[config.mk]
export PLATFORM = sky130hd
export DESIGN_NAME = spdtx_aux_ctrl
export DESIGN_NICKNAME = d
export VERILOG_FILES = /design/src/verilog/spdtx_pkg.sv /design/src/verilog/spdtx_skid2.sv /design/src/verilog/spdtx_ufmt.sv /design/src/verilog/spdtx_aux_ctrl.sv
export SDC_FILE = /design/constraint.sdc
export NUM_CORES = 1
export LEC_CHECK = 0
export BUFFER_PORTS_ARGS = -buffer_cell sky130_fd_sc_hd__buf_2
export CELL_PAD_IN_SITES_DETAIL_PLACEMENT = 1
export CELL_PAD_IN_SITES_GLOBAL_PLACEMENT = 2
export CORE_MARGIN = 4
export CORE_UTILIZATION = 52
export CTS_CLUSTER_DIAMETER = 100
export DETAILED_ROUTE_END_ITERATION = 6
export PLACE_DENSITY = 0.9
export SLEW_MARGIN = 20
export SYNTH_ARGS = -nofsm -noshare
export SYNTH_HDL_FRONTEND = slang
export SYNTH_SLANG_ARGS = --single-unit
[constraint.sdc]
create_clock -name mclk_in -period 5.8 [get_ports mclk_in]
set_input_delay 1.45 -clock mclk_in [delete_from_list [all_inputs] [get_ports mclk_in]]
set_output_delay 1.45 -clock mclk_in [all_outputs]
set_load 0.01 [all_outputs]
[src/verilog/spdtx_pkg.sv]
package spdtx_pkg;
  localparam int unsigned ADDR_W = 7;
  localparam int unsigned CS_IDX_W = 5;
  localparam int unsigned CS_BYTES = 24;
  localparam int unsigned CS_SLOT_W = 6;
  localparam int unsigned POS_W = 10;
  // Register offsets on the serial control port
  localparam logic [6:0] REG_TXBUF_CFG = 7'h0D;
  localparam logic [6:0] REG_CS_SWITCH = 7'h0E;
  localparam logic [6:0] REG_MSG_HI = 7'h0F;
  localparam logic [6:0] REG_MSG_LO = 7'h10;
  localparam logic [6:0] REG_AUTOFWD = 7'h11;
  localparam logic [6:0] RXCS_BASE = 7'h20;
  localparam logic [6:0] RXCS_LAST = 7'h37;
  localparam logic [6:0] TXCS_BASE = 7'h38;
  localparam logic [6:0] TXCS_LAST = 7'h4F;
  // Field positions
  localparam int unsigned TXCFG_GAP_LSB = 4;
  localparam int unsigned TXCFG_SPLIT = 3;
  localparam int unsigned TXCFG_MODE_LSB = 1;
  localparam int unsigned TXCFG_SIZE = 0;
  localparam int unsigned CSW_SHARE = 5;
  localparam int unsigned CSW_NOCOPY = 4;
  localparam int unsigned CSW_TXPAGE = 1;
  localparam int unsigned CSW_RXPAGE = 0;
  localparam int unsigned AF_ADJ = 6;
  localparam int unsigned AF_UBITS = 5;
  localparam int unsigned AF_CS = 4;
  localparam int unsigned AF_GAP_LSB = 0;
  // Reset values and writable-bit masks
  localparam logic [7:0] TXCFG_RST = 8'h00;
  localparam logic [7:0] CSW_RST = 8'h00;
  localparam logic [7:0] MSG_HI_RST = 8'h00;
  localparam logic [7:0] MSG_LO_RST = 8'h09;
  localparam logic [7:0] AF_RST = 8'h00;
  localparam logic [7:0] CSW_MASK = 8'h33;
  localparam logic [7:0] AF_MASK = 8'h7F;
  // Gap limit and raw buffer lengths in bits
  localparam logic [3:0] GAP_MAX = 4'h8;
  localparam logic [9:0] BUF_SMALL = 10'h180;
  localparam logic [9:0] BUF_LARGE = 10'h300;

  typedef enum logic [1:0] {
    UB_ZERO = 2'b00,
    UB_RAW = 2'b01,
    UB_IU = 2'b10,
    UB_RSVD = 2'b11
  } spdtx_ub_mode_t;

  typedef enum logic [2:0] {
    S_DATA = 3'b001,
    S_IU_GAP = 3'b010,
    S_MSG_GAP = 3'b100
  } spdtx_fmt_state_t;

  typedef struct packed {
    logic bit_val;
    logic sub_b;
    logic iu_end;
    logic msg_end;
  } spdtx_ubit_t;

  typedef struct packed {
    spdtx_ub_mode_t mode;
    logic size;
    logic split;
    logic [3:0] iu_gap;
    logic [15:0] msg_gap;
  } spdtx_fmt_cfg_t;
endpackage : spdtx_pkg

[src/verilog/spdtx_skid2.sv]
`timescale 1ns/1ps
`default_nettype none
module spdtx_skid2 (
  input wire logic mclk_in,
  input wire logic nrst_in,
  input wire logic in_valid_in,
  input wire spdtx_pkg::spdtx_ubit_t in_data_in,
  output logic in_ready_out,
  output logic out_valid_out,
  output spdtx_pkg::spdtx_ubit_t out_data_out,
  input wire logic out_ready_in
);
  import spdtx_pkg::*;

  spdtx_ubit_t mem_r [2];
  logic wr_ptr_r;
  logic rd_ptr_r;
  logic [1:0] cnt_r;
  logic [1:0] cnt_nxt;
  logic push;
  logic pop;

  assign push = in_valid_in && in_ready_out;
  assign pop = out_ready_in && out_valid_out;
  assign cnt_nxt = cnt_r + {1'b0, push} - {1'b0, pop};
  assign out_data_out = mem_r[rd_ptr_r];

  always_ff @(posedge mclk_in) begin
    if (push) begin
      mem_r[wr_ptr_r] <= in_data_in;
    end
  end

  // Ready and valid are kept as flops so both ends see clean levels
  always_ff @(posedge mclk_in or negedge nrst_in) begin
    if (!nrst_in) begin
      wr_ptr_r <= 1'b0;
      rd_ptr_r <= 1'b0;
      cnt_r <= 2'h0;
      in_ready_out <= 1'b1;
      out_valid_out <= 1'b0;
    end else begin
      wr_ptr_r <= wr_ptr_r ^ push;
      rd_ptr_r <= rd_ptr_r ^ pop;
      cnt_r <= cnt_nxt;
      in_ready_out <= cnt_nxt != 2'h2;
      out_valid_out <= cnt_nxt != 2'h0;
    end
  end
endmodule : spdtx_skid2
`default_nettype wire

[src/verilog/spdtx_ufmt.sv]
`timescale 1ns/1ps
`default_nettype none
module spdtx_ufmt (
  input wire logic mclk_in,
  input wire logic nrst_in,
  input wire spdtx_pkg::spdtx_fmt_cfg_t cfg_in,
  input wire logic slot_in,
  input wire logic slot_sub_b_in,
  input wire logic slot_z_in,
  input wire logic in_valid_in,
  input wire spdtx_pkg::spdtx_ubit_t in_data_in,
  output logic in_ready_out,
  output logic ubit_out,
  output logic ubit_stb_out,
  output logic block_start_out,
  output logic underrun_out
);
  import spdtx_pkg::*;

  spdtx_fmt_state_t state_r;
  spdtx_fmt_state_t state_nxt;
  logic [15:0] cnt_r;
  logic [15:0] cnt_nxt;
  logic [POS_W-1:0] pos_r;
  logic [POS_W-1:0] pos_cur;
  logic [POS_W-1:0] pos_last;
  logic active;
  logic tag_ok;
  logic take;
  logic is_iu;
  logic [3:0] gap_iu;

  assign is_iu = cfg_in.mode == UB_IU;
  assign active = (cfg_in.mode == UB_RAW) || is_iu;
  assign tag_ok = !cfg_in.split || (in_data_in.sub_b == slot_sub_b_in);
  assign in_ready_out = slot_in && (state_r == S_DATA) && active && tag_ok;
  assign take = in_ready_out && in_valid_in;
  // Codes above eight are clamped
  assign gap_iu = (cfg_in.iu_gap > GAP_MAX) ? GAP_MAX : cfg_in.iu_gap;
  assign pos_last = cfg_in.size ? BUF_LARGE - 10'h001 : BUF_SMALL - 10'h001;
  assign pos_cur = (slot_z_in && !slot_sub_b_in) ? '0 : pos_r;

  always_comb begin
    state_nxt = state_r;
    cnt_nxt = cnt_r;
    unique case (state_r)
      S_DATA: begin
        if (take && is_iu && in_data_in.msg_end && cfg_in.msg_gap != '0) begin
          state_nxt = S_MSG_GAP;
          cnt_nxt = cfg_in.msg_gap;
        end else if (take && is_iu && in_data_in.iu_end && gap_iu != '0) begin
          state_nxt = S_IU_GAP;
          cnt_nxt = {12'h000, gap_iu};
        end
      end
      S_IU_GAP, S_MSG_GAP: begin
        if (!is_iu) begin
          state_nxt = S_DATA;
        end else if (slot_in) begin
          cnt_nxt = cnt_r - 16'h0001;
          if (cnt_r == 16'h0001) begin
            state_nxt = S_DATA;
          end
        end
      end
    endcase
  end

  always_ff @(posedge mclk_in or negedge nrst_in) begin
    if (!nrst_in) begin
      state_r <= S_DATA;
      cnt_r <= '0;
      pos_r <= '0;
      ubit_out <= 1'b0;
      ubit_stb_out <= 1'b0;
      block_start_out <= 1'b0;
      underrun_out <= 1'b0;
    end else begin
      state_r <= state_nxt;
      cnt_r <= cnt_nxt;
      if (slot_in) begin
        pos_r <= (pos_cur >= pos_last) ? '0 : pos_cur + 10'h001;
      end
      ubit_out <= take ? in_data_in.bit_val : 1'b0;
      ubit_stb_out <= slot_in;
      block_start_out <= slot_in && (cfg_in.mode == UB_RAW) && pos_cur == '0;
      underrun_out <= in_ready_out && !in_valid_in;
    end
  end
endmodule : spdtx_ufmt
`default_nettype wire

[src/verilog/spdtx_aux_ctrl.sv]
`timescale 1ns/1ps
`default_nettype none
// Behaviour
// - Stuff configured zeros between information units
// - Split bit selects common or separate user buffers
// - Mode 00 sends zero user bits; 11 reserved
// - Mode 01 buffer 384 or 768 bits from Z
// - Mode 10 takes user bits as information units
// - Share bit reads A and copies into B
// - Copy inhibit stops channel status transfer
// - Transmit page bit picks buffer at 0x38-0x4F
// - Receive page bit picks buffer at 0x20-0x37
// - Message gap high byte, resets to 0x00
// - Message gap low byte, resets to 0x09
// - Adjust enable lets autoforward regap information units
// - Autoforward received user bits to transmitter
// - Autoforward received channel status to transmitter
// - Autobuffer field caps added unit gap zeros
module spdtx_aux_ctrl (
  input wire logic mclk_in,
  input wire logic nrst_in,
  input wire logic reg_wr_in,
  input wire logic reg_rd_in,
  input wire logic [spdtx_pkg::ADDR_W-1:0] reg_addr_in,
  input wire logic [7:0] reg_wdata_in,
  output logic [7:0] reg_rdata_out,
  output logic reg_rvalid_out,
  input wire logic hu_valid_in,
  input wire spdtx_pkg::spdtx_ubit_t hu_data_in,
  input wire logic rxu_valid_in,
  input wire spdtx_pkg::spdtx_ubit_t rxu_data_in,
  output logic src_ready_out,
  input wire logic slot_in,
  input wire logic slot_sub_b_in,
  input wire logic slot_z_in,
  output logic ubit_out,
  output logic ubit_stb_out,
  output logic ub_block_start_out,
  output logic ub_underrun_out,
  input wire logic rxcs_wr_in,
  input wire logic rxcs_sub_b_in,
  input wire logic [spdtx_pkg::CS_IDX_W-1:0] rxcs_idx_in,
  input wire logic [7:0] rxcs_byte_in,
  input wire logic txcs_rd_in,
  input wire logic txcs_sub_b_in,
  input wire logic [spdtx_pkg::CS_IDX_W-1:0] txcs_idx_in,
  output logic [7:0] txcs_byte_out,
  output logic txcs_valid_out,
  output logic user_bits_autoforward_out,
  output logic cs_bits_autoforward_out
);
  import spdtx_pkg::*;

  function automatic logic [CS_SLOT_W-1:0] cs_slot(
    input logic page,
    input logic [CS_IDX_W-1:0] idx
  );
    cs_slot = page ? {1'b0, idx} + CS_SLOT_W'(CS_BYTES) : {1'b0, idx};
  endfunction : cs_slot

  // Control registers
  logic [7:0] txcfg_r;
  logic [7:0] csw_r;
  logic [7:0] msg_hi_r;
  logic [7:0] msg_lo_r;
  logic [7:0] af_r;

  // Channel status buffers, page A then page B
  logic [7:0] txcs_mem [2*CS_BYTES];
  logic [7:0] rxcs_mem [2*CS_BYTES];

  // Address decode
  logic hit_txcfg;
  logic hit_csw;
  logic hit_msg_hi;
  logic hit_msg_lo;
  logic hit_af;
  logic in_rxcs;
  logic in_txcs;
  logic [6:0] rxcs_off;
  logic [6:0] txcs_off;
  logic [CS_SLOT_W-1:0] host_rx_slot;
  logic [CS_SLOT_W-1:0] host_tx_slot;
  logic [7:0] rdata_nxt;

  // Field views
  logic tx_user_split;
  spdtx_ub_mode_t tx_user_buffer_mode;
  logic tx_user_buffer_size;
  logic [3:0] iu_gap_zero_count;
  logic cs_share;
  logic cs_copy_inhibit;
  logic tx_cs_page_select;
  logic rx_cs_page_select;
  logic iu_gap_adjust_enable;
  logic user_bits_autoforward;
  logic cs_bits_autoforward;
  logic [3:0] auto_iu_gap_max;
  logic [3:0] iu_gap_sel;
  spdtx_fmt_cfg_t fmt_cfg;

  // Channel status write paths
  logic host_txcs_wr;
  logic fwd_txcs_wr;
  logic share_txcs_wr;
  logic txcs_wen;
  logic [CS_SLOT_W-1:0] txcs_waddr;
  logic [7:0] txcs_wdata;
  logic [CS_SLOT_W-1:0] rx_in_slot;
  logic [CS_SLOT_W-1:0] tx_rd_slot;
  logic txcs_idx_ok;
  logic rxcs_idx_ok;

  // User bit path
  logic src_valid;
  spdtx_ubit_t src_data;
  logic buf_valid;
  spdtx_ubit_t buf_data;
  logic buf_ready;

  assign hit_txcfg = reg_addr_in == REG_TXBUF_CFG;
  assign hit_csw = reg_addr_in == REG_CS_SWITCH;
  assign hit_msg_hi = reg_addr_in == REG_MSG_HI;
  assign hit_msg_lo = reg_addr_in == REG_MSG_LO;
  assign hit_af = reg_addr_in == REG_AUTOFWD;
  assign in_rxcs = reg_addr_in >= RXCS_BASE && reg_addr_in <= RXCS_LAST;
  assign in_txcs = reg_addr_in >= TXCS_BASE && reg_addr_in <= TXCS_LAST;
  assign rxcs_off = reg_addr_in - RXCS_BASE;
  assign txcs_off = reg_addr_in - TXCS_BASE;
  assign host_rx_slot = cs_slot(rx_cs_page_select, rxcs_off[CS_IDX_W-1:0]);
  assign host_tx_slot = cs_slot(tx_cs_page_select, txcs_off[CS_IDX_W-1:0]);

  assign tx_user_split = txcfg_r[TXCFG_SPLIT];
  assign tx_user_buffer_mode = spdtx_ub_mode_t'(txcfg_r[TXCFG_MODE_LSB +: 2]);
  assign tx_user_buffer_size = txcfg_r[TXCFG_SIZE];
  assign iu_gap_zero_count = txcfg_r[TXCFG_GAP_LSB +: 4];
  assign cs_share = csw_r[CSW_SHARE];
  assign cs_copy_inhibit = csw_r[CSW_NOCOPY];
  assign tx_cs_page_select = csw_r[CSW_TXPAGE];
  assign rx_cs_page_select = csw_r[CSW_RXPAGE];
  assign iu_gap_adjust_enable = af_r[AF_ADJ];
  assign user_bits_autoforward = af_r[AF_UBITS];
  assign cs_bits_autoforward = af_r[AF_CS];
  assign auto_iu_gap_max = af_r[AF_GAP_LSB +: 4];

  // Forwarded streams keep their own gaps unless adjustment is enabled
  assign iu_gap_sel = !user_bits_autoforward ? iu_gap_zero_count :
                      iu_gap_adjust_enable ? auto_iu_gap_max :
                      4'h0;

  assign fmt_cfg.mode = tx_user_buffer_mode;
  assign fmt_cfg.size = tx_user_buffer_size;
  assign fmt_cfg.split = tx_user_split;
  assign fmt_cfg.iu_gap = iu_gap_sel;
  assign fmt_cfg.msg_gap = {msg_hi_r, msg_lo_r};

  // Register read data
  assign rdata_nxt = hit_txcfg ? txcfg_r :
                     hit_csw ? csw_r :
                     hit_msg_hi ? msg_hi_r :
                     hit_msg_lo ? msg_lo_r :
                     hit_af ? af_r :
                     in_rxcs ? rxcs_mem[host_rx_slot] :
                     in_txcs ? txcs_mem[host_tx_slot] :
                     8'h00;

  always_ff @(posedge mclk_in or negedge nrst_in) begin
    if (!nrst_in) begin
      txcfg_r <= TXCFG_RST;
      csw_r <= CSW_RST;
      msg_hi_r <= MSG_HI_RST;
      msg_lo_r <= MSG_LO_RST;
      af_r <= AF_RST;
    end else if (reg_wr_in) begin
      if (hit_txcfg) begin
        txcfg_r <= reg_wdata_in;
      end
      if (hit_csw) begin
        csw_r <= reg_wdata_in & CSW_MASK;
      end
      if (hit_msg_hi) begin
        msg_hi_r <= reg_wdata_in;
      end
      if (hit_msg_lo) begin
        msg_lo_r <= reg_wdata_in;
      end
      if (hit_af) begin
        af_r <= reg_wdata_in & AF_MASK;
      end
    end
  end

  always_ff @(posedge mclk_in or negedge nrst_in) begin
    if (!nrst_in) begin
      reg_rdata_out <= 8'h00;
      reg_rvalid_out <= 1'b0;
      user_bits_autoforward_out <= 1'b0;
      cs_bits_autoforward_out <= 1'b0;
    end else begin
      reg_rvalid_out <= reg_rd_in;
      if (reg_rd_in) begin
        reg_rdata_out <= rdata_nxt;
      end
      user_bits_autoforward_out <= user_bits_autoforward;
      cs_bits_autoforward_out <= cs_bits_autoforward;
    end
  end

  // Receive channel status store, filled by the receiver
  assign rxcs_idx_ok = rxcs_idx_in < CS_IDX_W'(CS_BYTES);
  assign rx_in_slot = cs_slot(rxcs_sub_b_in, rxcs_idx_in);

  always_ff @(posedge mclk_in) begin
    if (rxcs_wr_in && rxcs_idx_ok) begin
      rxcs_mem[rx_in_slot] <= rxcs_byte_in;
    end
  end

  // Transmit channel status store: host, then forward, then A-to-B copy
  assign txcs_idx_ok = txcs_idx_in < CS_IDX_W'(CS_BYTES);
  assign host_txcs_wr = reg_wr_in && in_txcs;
  assign fwd_txcs_wr = rxcs_wr_in && rxcs_idx_ok && cs_bits_autoforward;
  assign share_txcs_wr = txcs_rd_in && txcs_idx_ok && cs_share;
  assign txcs_wen = host_txcs_wr || fwd_txcs_wr || share_txcs_wr;
  assign txcs_waddr = host_txcs_wr ? host_tx_slot :
                      fwd_txcs_wr ? rx_in_slot :
                      cs_slot(1'b1, txcs_idx_in);
  assign txcs_wdata = host_txcs_wr ? reg_wdata_in :
                      fwd_txcs_wr ? rxcs_byte_in :
                      txcs_mem[cs_slot(1'b0, txcs_idx_in)];
  assign tx_rd_slot = cs_slot(cs_share ? 1'b0 : txcs_sub_b_in, txcs_idx_in);

  always_ff @(posedge mclk_in) begin
    if (txcs_wen) begin
      txcs_mem[txcs_waddr] <= txcs_wdata;
    end
  end

  always_ff @(posedge mclk_in or negedge nrst_in) begin
    if (!nrst_in) begin
      txcs_byte_out <= 8'h00;
      txcs_valid_out <= 1'b0;
    end else begin
      txcs_valid_out <= txcs_rd_in && txcs_idx_ok && !cs_copy_inhibit;
      if (txcs_rd_in && txcs_idx_ok && !cs_copy_inhibit) begin
        txcs_byte_out <= txcs_mem[tx_rd_slot];
      end
    end
  end

  // User bit source: receiver stream when forwarding, else host stream
  assign src_valid = user_bits_autoforward ? rxu_valid_in : hu_valid_in;
  assign src_data = user_bits_autoforward ? rxu_data_in : hu_data_in;

  spdtx_skid2 u_buf (
    .mclk_in(mclk_in),
    .nrst_in(nrst_in),
    .in_valid_in(src_valid),
    .in_data_in(src_data),
    .in_ready_out(src_ready_out),
    .out_valid_out(buf_valid),
    .out_data_out(buf_data),
    .out_ready_in(buf_ready)
  );

  spdtx_ufmt u_fmt (
    .mclk_in(mclk_in),
    .nrst_in(nrst_in),
    .cfg_in(fmt_cfg),
    .slot_in(slot_in),
    .slot_sub_b_in(slot_sub_b_in),
    .slot_z_in(slot_z_in),
    .in_valid_in(buf_valid),
    .in_data_in(buf_data),
    .in_ready_out(buf_ready),
    .ubit_out(ubit_out),
    .ubit_stb_out(ubit_stb_out),
    .block_start_out(ub_block_start_out),
    .underrun_out(ub_underrun_out)
  );
endmodule : spdtx_aux_ctrl
`default_nettype wire

==> metrics.txt, run 1 <==
status=completed; crit path max-delay cell type=nor2_1; layout cell share with drive strength beyond 1=30.0%; skew final=21.5 ps; initial DRC count=3197; largest area contributor in the netlist=edfxtp_1; top_reg_cell synth=edfxtp_1; most frequent cells in the layout=edfxtp_1 (776), mux4_2 (325), nor2_1 (159), clkbuf_16 (91), dfrtp_1 (90); CP arrival=4870 ps; area of placed instances=41000 um2; H-tree lvl count=3; gr ovfl total=0; ANT nets after route=0; FMAX=217 MHz; Rows=100; Num CTS Buffers=89; post-detailed-route wirelength per cell=35.6 um; synthesized instance count=2195; 1st-pass router iterations=6; Util after Layout=59.0%; PostCTS Resize Cnt=0; Die W=284 um; Post-synth EDFFs=776; warnings from Yosys=0; HP Start=u_buf.out_valid_out$_DFF_PN0_; initial core utilization=52.8%; register area share after synthesis=65.0%; vias in the first global route=24700; synth unique cells=87; P&R area growth vs syn=11.8%; synthesized flop and latch total=870; Max Buffers Root-to-Sink=3; via count=23800; Pwr per Cell Area=347 nW/um2; routability cong.=0.962; Final setup viols=0; CP Capture Type=flop; peak supply drop=0.216 mV; number of remaining DRC errors=0; final critical-path required period=4600 ps; Max Cap Violations=0; final hold slack=458 ps; Post-Route WL=119 mm; # hold bufs at CTS=0; Leakage Power=14.6 nW; critical path data required time=6060 ps; CTS clk-pin slew, worst paths=60 ps; hold crit path type=reg2reg; Die H=284 um; Max-slew headroom=19.8%; TritonCTS clock tree=built; Total Die Area=80400 um2; drt via density=7.11; Finished Cell Area=44100 um2; Most common cell on crit path=nor2_1; pin count of the biggest net entering global routing=122; first-pass GRT wire length=176 mm; dpl ws=601 ps; Final Hold Viols=0; worst setup path startpoint=reg_addr_in[3]; Slew Viols, Final=0; setup TNS=0 ps; main area contributors after synthesis=edfxtp_1 (59%), mux4_2 (19%), dfrtp_1 (5.7%); Avg Inst Size Synth=18.0 um2; core box area=74800 um2; Total Routing Usage GR=29.6%; RSZ-0062 raised after global routing=no; most common cell after layout, fill and taps aside=edfxtp_1; Crit Path Class=in2reg; area fraction of the dominant cell type after synthesis=59.0%; clk sinks=870; Worst R2R Start=u_fmt.state_r[0]$_DFFE_PN1P_; Synth Cell Area=39500 um2; port buffer count=78; Setup Fix Bufs, Post-CTS=0; clock latency on the worst-skew pair=660 ps; Root Driver=clkbuf_16; Crit Path Max Fanout=15; Worst Setup Slack, final=1200 ps; period utilization=79.4%; initial antenna violation count=8; Nets=2370; Mapped Nets=2270; startpoint types=input pin; # IOs=79; CP max stage delay=830 ps; FFs w/ async S/R, synth=10.8%; cell chain of the critical path=buf_2, inv_1, ha_1, a21boi_0, nor2_1, mux2_4, nand4b_1, nor2_1; dpl hpwl=75.1 mm; slew at the pin closest to its max-slew limit=1200 ps
[final timing paths]
kind / to / slack [ps] / cells after the start
worst max-delay path: txcs_mem[17][7]$_DFFE_PP_ / 1200 / 8
worst min-delay path: u_fmt.underrun_out$_DFF_PN0_ / 460 / 1
worst max register to register: u_buf.in_ready_out$_DFF_PN1_ / 2240 / 9
worst min register to register: u_fmt.underrun_out$_DFF_PN0_ / 460 / 1
max in group asynchronous: reg_rdata_out[3]$_DFFE_PN0P_ / 3900 / 2
min in group asynchronous: txcs_byte_out[7]$_DFFE_PN0P_ / 860 / 1
[layer usage]
layer,share of wire (%),wire (um),vias to the layer above,GRT usage (%)
met4,4.3,5080,4,11.1
li1,-,-,9297,-
met3,11,13000,317,6.91
met2,47,56200,1669,46.5
met5,0.027,32,-,0
met1,38,44800,12500,40.9
[report_power, final]
part / switching (W) / internal (W)
clock network: 0.00255 / 0.00367
logic: 0.00123 / 0.000692
registers: 0.000132 / 0.00707
total: 0.00390 / 0.0114
[synth_stat cells (10+ instances only)]
cell type / n
mux2i_1: 52
dfrtp_1: 90
buf_6: 18
ha_1: 21
nand2_1: 73
edfxtp_1: 776
nand3_1: 44
nor2_1: 159
nor4_1: 13
clkbuf_1: 44
a211oi_1: 23
o211ai_1: 10
mux4_2: 325
o21ai_0: 32
o221ai_1: 19
buf_4: 21
nor2b_1: 12
mux2_2: 80
nand3b_1: 10
a21oi_1: 35
nand2b_1: 10
nor3_1: 23
inv_1: 53
o22ai_1: 19
nand4_1: 19
a22oi_1: 11
buf_2: 39
and3_1: 11
[registers in the layout, summed over array words and instances (netlist names), 2 cells and up]
| signal | count |
|---|---|
| txcs_byte_out | 8 |
| txcs_mem | 384 |
| u_buf.mem_r | 8 |
| reg_rdata_out | 8 |
| txcfg_r | 8 |
| msg_lo_r | 8 |
| msg_hi_r | 8 |
| csw_r | 4 |
| rxcs_mem | 384 |
| af_r | 7 |
| u_fmt.state_r | 3 |
| u_fmt.pos_r | 10 |
| u_buf.cnt_r | 2 |
| u_fmt.cnt_r | 16 |
[area by class of cell]
type,instances,area (um2)
sequential,870,25700
antenna,5,12.5
multi-input combinational,1141,12900
clock inverter,61,786
clock buffer,107,2380
fill,6513,30700
inverter,56,210
tap,969,1210
timing repair buffer,137,936
[critical path: cells and delay by family]
family / cells / cell delay (ps)
AND/OR/NAND/NOR: 3 / 1620
multiplexers: 1 / 380
adder cells (fa/ha/maj): 1 / 380
AO/OA/AOI/OAI: 1 / 550
buffers and inverters: 2 / 470
[cell families (layout without fill, tap and decap cells)]
kind of cell | count (synthesis) | in the layout | share of synthesized area [%]
flip-flops | 870 | 870 | 65.0
multiplexers | 460 | 460 | 22.2
AND/OR/NAND/NOR | 409 | 409 | 4.95
AO/OA/AOI/OAI | 238 | 238 | 4.30
buffers and inverters | 184 | 361 | 2.46
adder cells (fa/ha/maj) | 21 | 21 | 0.666
XOR/XNOR | 13 | 13 | 0.384
other | 0 | 5 | 0
[per-stage QoR]
| stage | std cells | power, W |
|---|---|---|
| floorplan | 2195 | 0.00851 |
| global placement | 3173 | 0.00910 |
| detailed placement | 3173 | 0.00920 |
| CTS | 3341 | 0.0153 |
| global route | 3343 | 0.0158 |
| finish | 3346 | 0.0153 |
Power figures use the tool's default switching activity.
==> inputs of run 2 (changes only) <==
--- a/config.mk
+++ b/config.mk
@@ -9,10 +9,10 @@
 export CELL_PAD_IN_SITES_DETAIL_PLACEMENT = 1
 export CELL_PAD_IN_SITES_GLOBAL_PLACEMENT = 2
 export CORE_MARGIN = 4
-export CORE_UTILIZATION = 52
+export CORE_UTILIZATION = 49
 export CTS_CLUSTER_DIAMETER = 100
 export DETAILED_ROUTE_END_ITERATION = 6
-export PLACE_DENSITY = 0.9
+export PLACE_DENSITY = 0.86
 export SLEW_MARGIN = 20
 export SYNTH_ARGS = -nofsm -noshare
 export SYNTH_HDL_FRONTEND = slang
==> constraint.sdc (replaced) <==
create_clock -name mclk_in -period 4.3 [get_ports mclk_in]
set_input_delay 1.075 -clock mclk_in [delete_from_list [all_inputs] [get_ports mclk_in]]
set_output_delay 1.075 -clock mclk_in [all_outputs]
set_load 0.01 [all_outputs]
==> run 2 against run 1 <==
  * Clock skew increased by 16 ps
  * Global-route usage decreased by 1.9 points
  * Via count about the same
  * Cell count is 5.6% higher
  * Combinational power is 39% higher
  * Die area up 5.9%
  * Critical path type unchanged
  * Largest cell class unchanged
==> metrics.txt, run 2 (synthesized netlist as in run 1, its figures left out) <==
peak supply drop=0.315 mV (was 0.216 mV); gr ovfl total=0 (unchanged); dpl hpwl=79.8 mm (was 75.1 mm); CTS clk-pin slew, worst paths=60 ps (about the same); Final setup viols=0 (unchanged); status=completed (unchanged); CP max stage delay=530 ps (was 830 ps); clock latency on the worst-skew pair=670 ps (was 660 ps); post-detailed-route wirelength per cell=33.5 um (was 35.6 um); delay-heaviest family, CP=simple AND/OR/NAND/NOR gates (unchanged); vias in the first global route=24900 (was 24700); Root Driver=clkbuf_16 (unchanged); final critical-path required period=3720 ps; layout cell share with drive strength beyond 1=33.2% (was 30.0%); most common cell after layout, fill and taps aside=edfxtp_1 (unchanged); H-tree lvl count=3 (unchanged); P&R area growth vs syn=14.2% (was 11.8%); Cells after DPL=3371 (was 3173); cell chain of the critical path=buf_2, inv_1, ha_1, a21boi_0, nor2_1, buf_4, mux2_4, nand4bb_1, nor2_1, buf_4 (was buf_2, inv_1, ha_1, a21boi_0, nor2_1, mux2_4, nand4b_1, nor2_1); biggest regs=rxcs_mem (384), txcs_mem (384), u_fmt.cnt_r (16) (unchanged); Util after Layout=56.8% (was 59.0%); Final Hold Viols=0 (unchanged); Worst R2R Start=csw_r[1]$_DFFE_PN0P_ (was u_fmt.state_r[0]$_DFFE_PN1P_); fill count=7159 (was 6513); Num CTS Buffers=87 (was 89); initial antenna violation count=6 (was 8); slew at the pin closest to its max-slew limit=915 ps (was 1200 ps); Rows=103 (was 100); # IOs=79 (unchanged); Total Routing Usage GR=27.7% (was 29.6%); 1st-pass router iterations=5 (was 6); reg2reg setup slack=1090 ps (was 2240 ps); port buffer count=78 (unchanged); fin cells=3535 (was 3346); crit path max-delay cell type=nand4bb_1 (was nor2_1); Max-slew headroom=38.8% (was 19.8%); Crit Path Max Fanout=8 (was 15); PostCTS Resize Cnt=0 (unchanged); Slew Viols, Final=0 (unchanged); RSZ-0062 raised after global routing=no (unchanged); TritonCTS clock tree=built (unchanged); critical path data required time=4660 ps (was 6060 ps); core box area=79400 um2 (was 74800 um2); drt via density=6.74 (was 7.11); Die W=292 um (was 284 um); Die H=292 um (was 284 um); period utilization=86.6%; FMAX=269 MHz; Total Die Area=85200 um2 (was 80400 um2); initial core utilization=49.7% (was 52.8%); Pwr per Cell Area=445 nW/um2 (was 347 nW/um2); Max Buffers Root-to-Sink=3 (unchanged); CP Capture Type=flop (unchanged); CP arrival=4090 ps (was 4870 ps); CP bufs+invs=4 (was 2); hold crit path type=in2async (was reg2reg); Nets=2490 (was 2370); # hold bufs at CTS=0 (unchanged); number of remaining DRC errors=0 (unchanged); worst r2r dst=txcs_mem[29][7]$_DFFE_PP_ (was u_buf.in_ready_out$_DFF_PN1_); clk sinks=870 (unchanged); via count=23800 (about the same); register area=25700 um2 (unchanged); Leakage Power=15.2 nW (was 14.6 nW); area of the multi-input gates=12900 um2 (unchanged); Crit Path Class=in2reg (unchanged); Setup Fix Bufs, Post-CTS=0 (unchanged); ANT nets after route=0 (unchanged); Max Cap Violations=0 (unchanged); Post-Route WL=118 mm (was 119 mm); most frequent cells in the layout=edfxtp_1 (776), mux4_2 (325), nor2_1 (159), buf_4 (158), dfrtp_1 (90) (was edfxtp_1 (776), mux4_2 (325), nor2_1 (159), clkbuf_16 (91), dfrtp_1 (90)); startpoint types=input pin (unchanged); routability cong.=0.900 (was 0.962); first-pass GRT wire length=174 mm (was 176 mm); initial DRC count=2868 (was 3197); skew final=37.7 ps (was 21.5 ps); pin count of the biggest net entering global routing=99 (was 122); r2r worst-path depth=7 (was 9)
## run 2: cell count changes in the layout (fill, tap and decap cells not counted), moves of 3 or more
cell / change
clkinv_1: -5
buf_4: +104
clkbuf_1: +3
inv_6: -3
buf_8: +4
buf_12: +12
bufinv_16: -8
clkbuf_16: -3
## run 2: worst max path at each step
stage                        start  slack (ps)                        end  depth (start not counted)
floorplan           reg_addr_in[4]         -80   txcs_mem[0][5]$_DFFE_PP_                          9
global placement    reg_addr_in[4]         270  txcs_mem[30][2]$_DFFE_PP_                         10
detailed placement  reg_addr_in[4]          40  txcs_mem[29][6]$_DFFE_PP_                         10
CTS                 reg_addr_in[4]         690  txcs_mem[29][7]$_DFFE_PP_                         10
global route        reg_addr_in[4]         390  txcs_mem[29][7]$_DFFE_PP_                         10
finish              reg_addr_in[4]         580  txcs_mem[29][7]$_DFFE_PP_                         10
## run 2: per-layer routing
metal	GRT usage [%]	wire length [um]	vias up
met2	44.6	57100	1404
li1	-	-	9527
met3	6.02	11700	265
met1	37.5	44600	12600
met5	0	22	-
met4	10.4	4820	4
## run 2: final cells by class
cell class	count	share of cell area, %
antenna	4	0.0222
clock buffer	106	5.10
clock inverter	49	1.28
inverter	56	0.466
multi-input combinational	1141	28.7
sequential	870	56.9
tap	1050	2.91
timing repair buffer	259	4.60
## run 2: where the power goes
group | switching [W] | internal (W)
Combinational | 0.00165 | 0.00101
Sequential | 0.000178 | 0.00953
Clock | 0.00336 | 0.00434
Total | 0.00519 | 0.0149
## run 2: stage by stage
| step | power, W | setup TNS [ps] | instance area [um2] | hold WS, ps | setup slack, ps |
|---|---|---|---|---|---|
| 5_1_grt | 0.0207 | 0 | 45100 | 376 | 389 |
| 3_5_place_dp | 0.0125 | 0 | 42100 | 465 | 39.0 |
| 2_1_floorplan | 0.0115 | -8120 | 39500 | 389 | -84.6 |
| 3_3_place_gp | 0.0123 | 0 | 42100 | 458 | 268 |
| 4_1_cts | 0.0201 | 0 | 45000 | 348 | 688 |
| 6_report | 0.0201 | 0 | 45100 | 357 | 577 |
==> inputs of run 3 (changes only) <==
--- a/config.mk
+++ b/config.mk
@@ -9,10 +9,10 @@
 export CELL_PAD_IN_SITES_DETAIL_PLACEMENT = 1
 export CELL_PAD_IN_SITES_GLOBAL_PLACEMENT = 2
 export CORE_MARGIN = 4
-export CORE_UTILIZATION = 49
+export CORE_UTILIZATION = 52
 export CTS_CLUSTER_DIAMETER = 100
 export DETAILED_ROUTE_END_ITERATION = 6
-export PLACE_DENSITY = 0.86
+export PLACE_DENSITY = 0.93
 export SLEW_MARGIN = 20
 export SYNTH_ARGS = -nofsm -noshare
 export SYNTH_HDL_FRONTEND = slang
==> constraint.sdc (replaced) <==
create_clock -name mclk_in -period 4.4 [get_ports mclk_in]
set_input_delay 1.1 -clock mclk_in [delete_from_list [all_inputs] [get_ports mclk_in]]
set_output_delay 1.1 -clock mclk_in [all_outputs]
set_load 0.01 [all_outputs]
==> run 3 against run 2 <==
  * The flow now finishes with violations (design-rule violations)
  * Non-clock buffer count fell by 22
  * Utilization increased by 3.1 points
  * Clock power is 2% lower
  * Combinational power barely moved
  * Register-to-register slack improved by 130 ps
  * Flip-flop and latch count unchanged
  * Sequential power down 2.2%
  * Critical endpoint is now txcs_mem[9][6]$_DFFE_PP_
  * Largest power group unchanged
==> metrics.txt, run 3 (synthesized netlist as in run 1, its figures left out) <==
Pwr Total=0.0197 W (was 0.0201 W); RSZ-0062 raised after global routing=no (unchanged); initial antenna violation count=10 (was 6); Num CTS Buffers=89 (was 87); pin count of the biggest net entering global routing=76 (was 99); Total Die Area=80400 um2 (was 85200 um2); violated checks=design-rule violations; # hold bufs at CTS=0 (unchanged); CP Capture Type=flop (unchanged); most common cell after layout, fill and taps aside=edfxtp_1 (unchanged); status=finished with violations (was completed); dpl hpwl=81.8 mm (was 79.8 mm); Crit Path Class=in2reg (unchanged); clock latency on the worst-skew pair=660 ps (was 670 ps); Post-Route WL=124 mm (was 118 mm); biggest regs=rxcs_mem (384), txcs_mem (384), u_fmt.cnt_r (16) (unchanged); PostCTS Resize Cnt=0 (unchanged); P&R area growth vs syn=13.5% (was 14.2%); fill count=6516 (was 7159); fin cells=3433 (was 3535); core box area=74800 um2 (was 79400 um2); layout cell share with drive strength beyond 1=32.3% (was 33.2%); initial DRC count=3934 (was 2868); Crit Path Max Fanout=13 (was 8); CTS clk-pin slew, worst paths=60 ps (about the same); Leakage Power=15.1 nW (was 15.2 nW); number of remaining DRC errors=4 (was 0); Pwr per Cell Area=441 nW/um2 (was 445 nW/um2); drt via density=7.16 (was 6.74); Total Routing Usage GR=30.7% (was 27.7%); # IOs=79 (unchanged); 1st-pass router iterations=7 (was 5); Die W=284 um (was 292 um); register area=25700 um2 (unchanged); clk sinks=870 (unchanged); critical path data required time=4760 ps (was 4660 ps); port buffer count=78 (unchanged); Cells after DPL=3272 (was 3371); ANT nets after route=0 (unchanged); Max Buffers Root-to-Sink=3 (unchanged); CP arrival=4290 ps (was 4090 ps); area of the multi-input gates=12900 um2 (about the same); Die H=284 um (was 292 um); Max Cap Violations=0 (unchanged); via count=24600 (was 23800); initial core utilization=52.8% (was 49.7%); Slew Viols, Final=0 (unchanged); skew final=24.6 ps (was 37.7 ps); final critical-path required period=3930 ps; slew at the pin closest to its max-slew limit=1080 ps (was 915 ps); H-tree lvl count=3 (unchanged); vias in the first global route=25500 (was 24900); Final setup viols=0 (unchanged); post-detailed-route wirelength per cell=36.0 um (was 33.5 um); TritonCTS clock tree=built (unchanged); routability cong.=0.938 (was 0.900); startpoint types=input pin (unchanged); Root Driver=clkbuf_16 (unchanged); Rows=100 (was 103); period utilization=89.3%; hold crit path type=reg2reg (was in2async); gr ovfl total=0 (unchanged); Max-slew headroom=27.7% (was 38.8%); Setup Fix Bufs, Post-CTS=0 (unchanged); most frequent cells in the layout=edfxtp_1 (776), mux4_2 (325), nor2_1 (159), buf_4 (140), clkbuf_16 (92) (was edfxtp_1 (776), mux4_2 (325), nor2_1 (159), buf_4 (158), dfrtp_1 (90)); first-pass GRT wire length=182 mm (was 174 mm); Final Hold Viols=0 (unchanged); FMAX=255 MHz; Nets=2470 (was 2490); peak supply drop=0.272 mV (was 0.315 mV)
-- run 3: cell count changes in the layout (fill, tap and decap cells not counted), sizes merged --
cell | before | now
inv | 60 | 58
diode | 4 | 5
clkinvlp | 2 | 4
clkinv | 35 | 24
clkbuf | 107 | 118
buf | 258 | 236
-- run 3: where the power goes --
group,internal (W),total (W),switching (W)
registers,0.00932,0.00950,0.000178
logic,0.00101,0.00269,0.00169
clock network,0.00431,0.00754,0.00323
-- run 3: final cells by class --
cell class                      instances  area share, %
Sequential cell                       870           57.3
Multi-Input combinational cell       1141           28.9
Clock buffer                          117           5.35
Timing Repair Buffer                  237           4.27
Tap cell                              969           2.71
Clock inverter                         38          0.994
Inverter                               56          0.469
Antenna cell                            5         0.0279
-- run 3: worst paths after layout --
kind,from,endpoint,slack (ps),depth (start not counted)
max in group asynchronous,nrst_in,reg_rdata_out[1]$_DFFE_PN0P_,2950,2
hold / removal,u_buf.out_valid_out$_DFF_PN0_,u_fmt.underrun_out$_DFF_PN0_,470,1
setup reg to reg,txcs_mem[23][3]$_DFFE_PP_,txcs_mem[2][3]$_DFFE_PP_,1220,6
hold reg to reg,u_buf.out_valid_out$_DFF_PN0_,u_fmt.underrun_out$_DFF_PN0_,470,1
min in group asynchronous,nrst_in,txcs_byte_out[1]$_DFFE_PN0P_,610,1
setup / recovery,reg_addr_in[4],txcs_mem[9][6]$_DFFE_PP_,470,12
-- run 3: through the flow --
step           hold WS (ps)  TNS, ps  instance area (um2)  util (%)  worst slack, ps
2_1_floorplan           389     -922                39500         -            -9.60
3_3_place_gp            449        0                41700      55.8             29.2
3_5_place_dp            464    -1310                41900      56.0            -50.4
4_1_cts                 471        0                44800      59.8              610
5_1_grt                 504        0                44800      59.8              348
6_report                467        0                44800      59.9              473
-- run 3: worst max-delay path, cell delays in order --
cell and delay (ps):
buf_2 140, inv_1 200, ha_1 250, inv_1 60, o311a_1 410, o21ai_4 410, buf_4 270, mux2i_1 240
buf_4 190, nand4_1 440, nor2_1 370, buf_4 200
-- run 3: routing by layer --
| metal | part of all wire (%) | vias to the layer above | global-route usage [%] | wire length, um |
|---|---|---|---|---|
| met1 | 36 | 12800 | 41.5 | 44700 |
| met2 | 47 | 1890 | 48.6 | 58500 |
| met5 | 0.042 | - | 0 | 52 |
| li1 | - | 9491 | - | - |
| met4 | 4.8 | 8 | 12.2 | 5930 |
| met3 | 12 | 364 | 7.82 | 14300 |
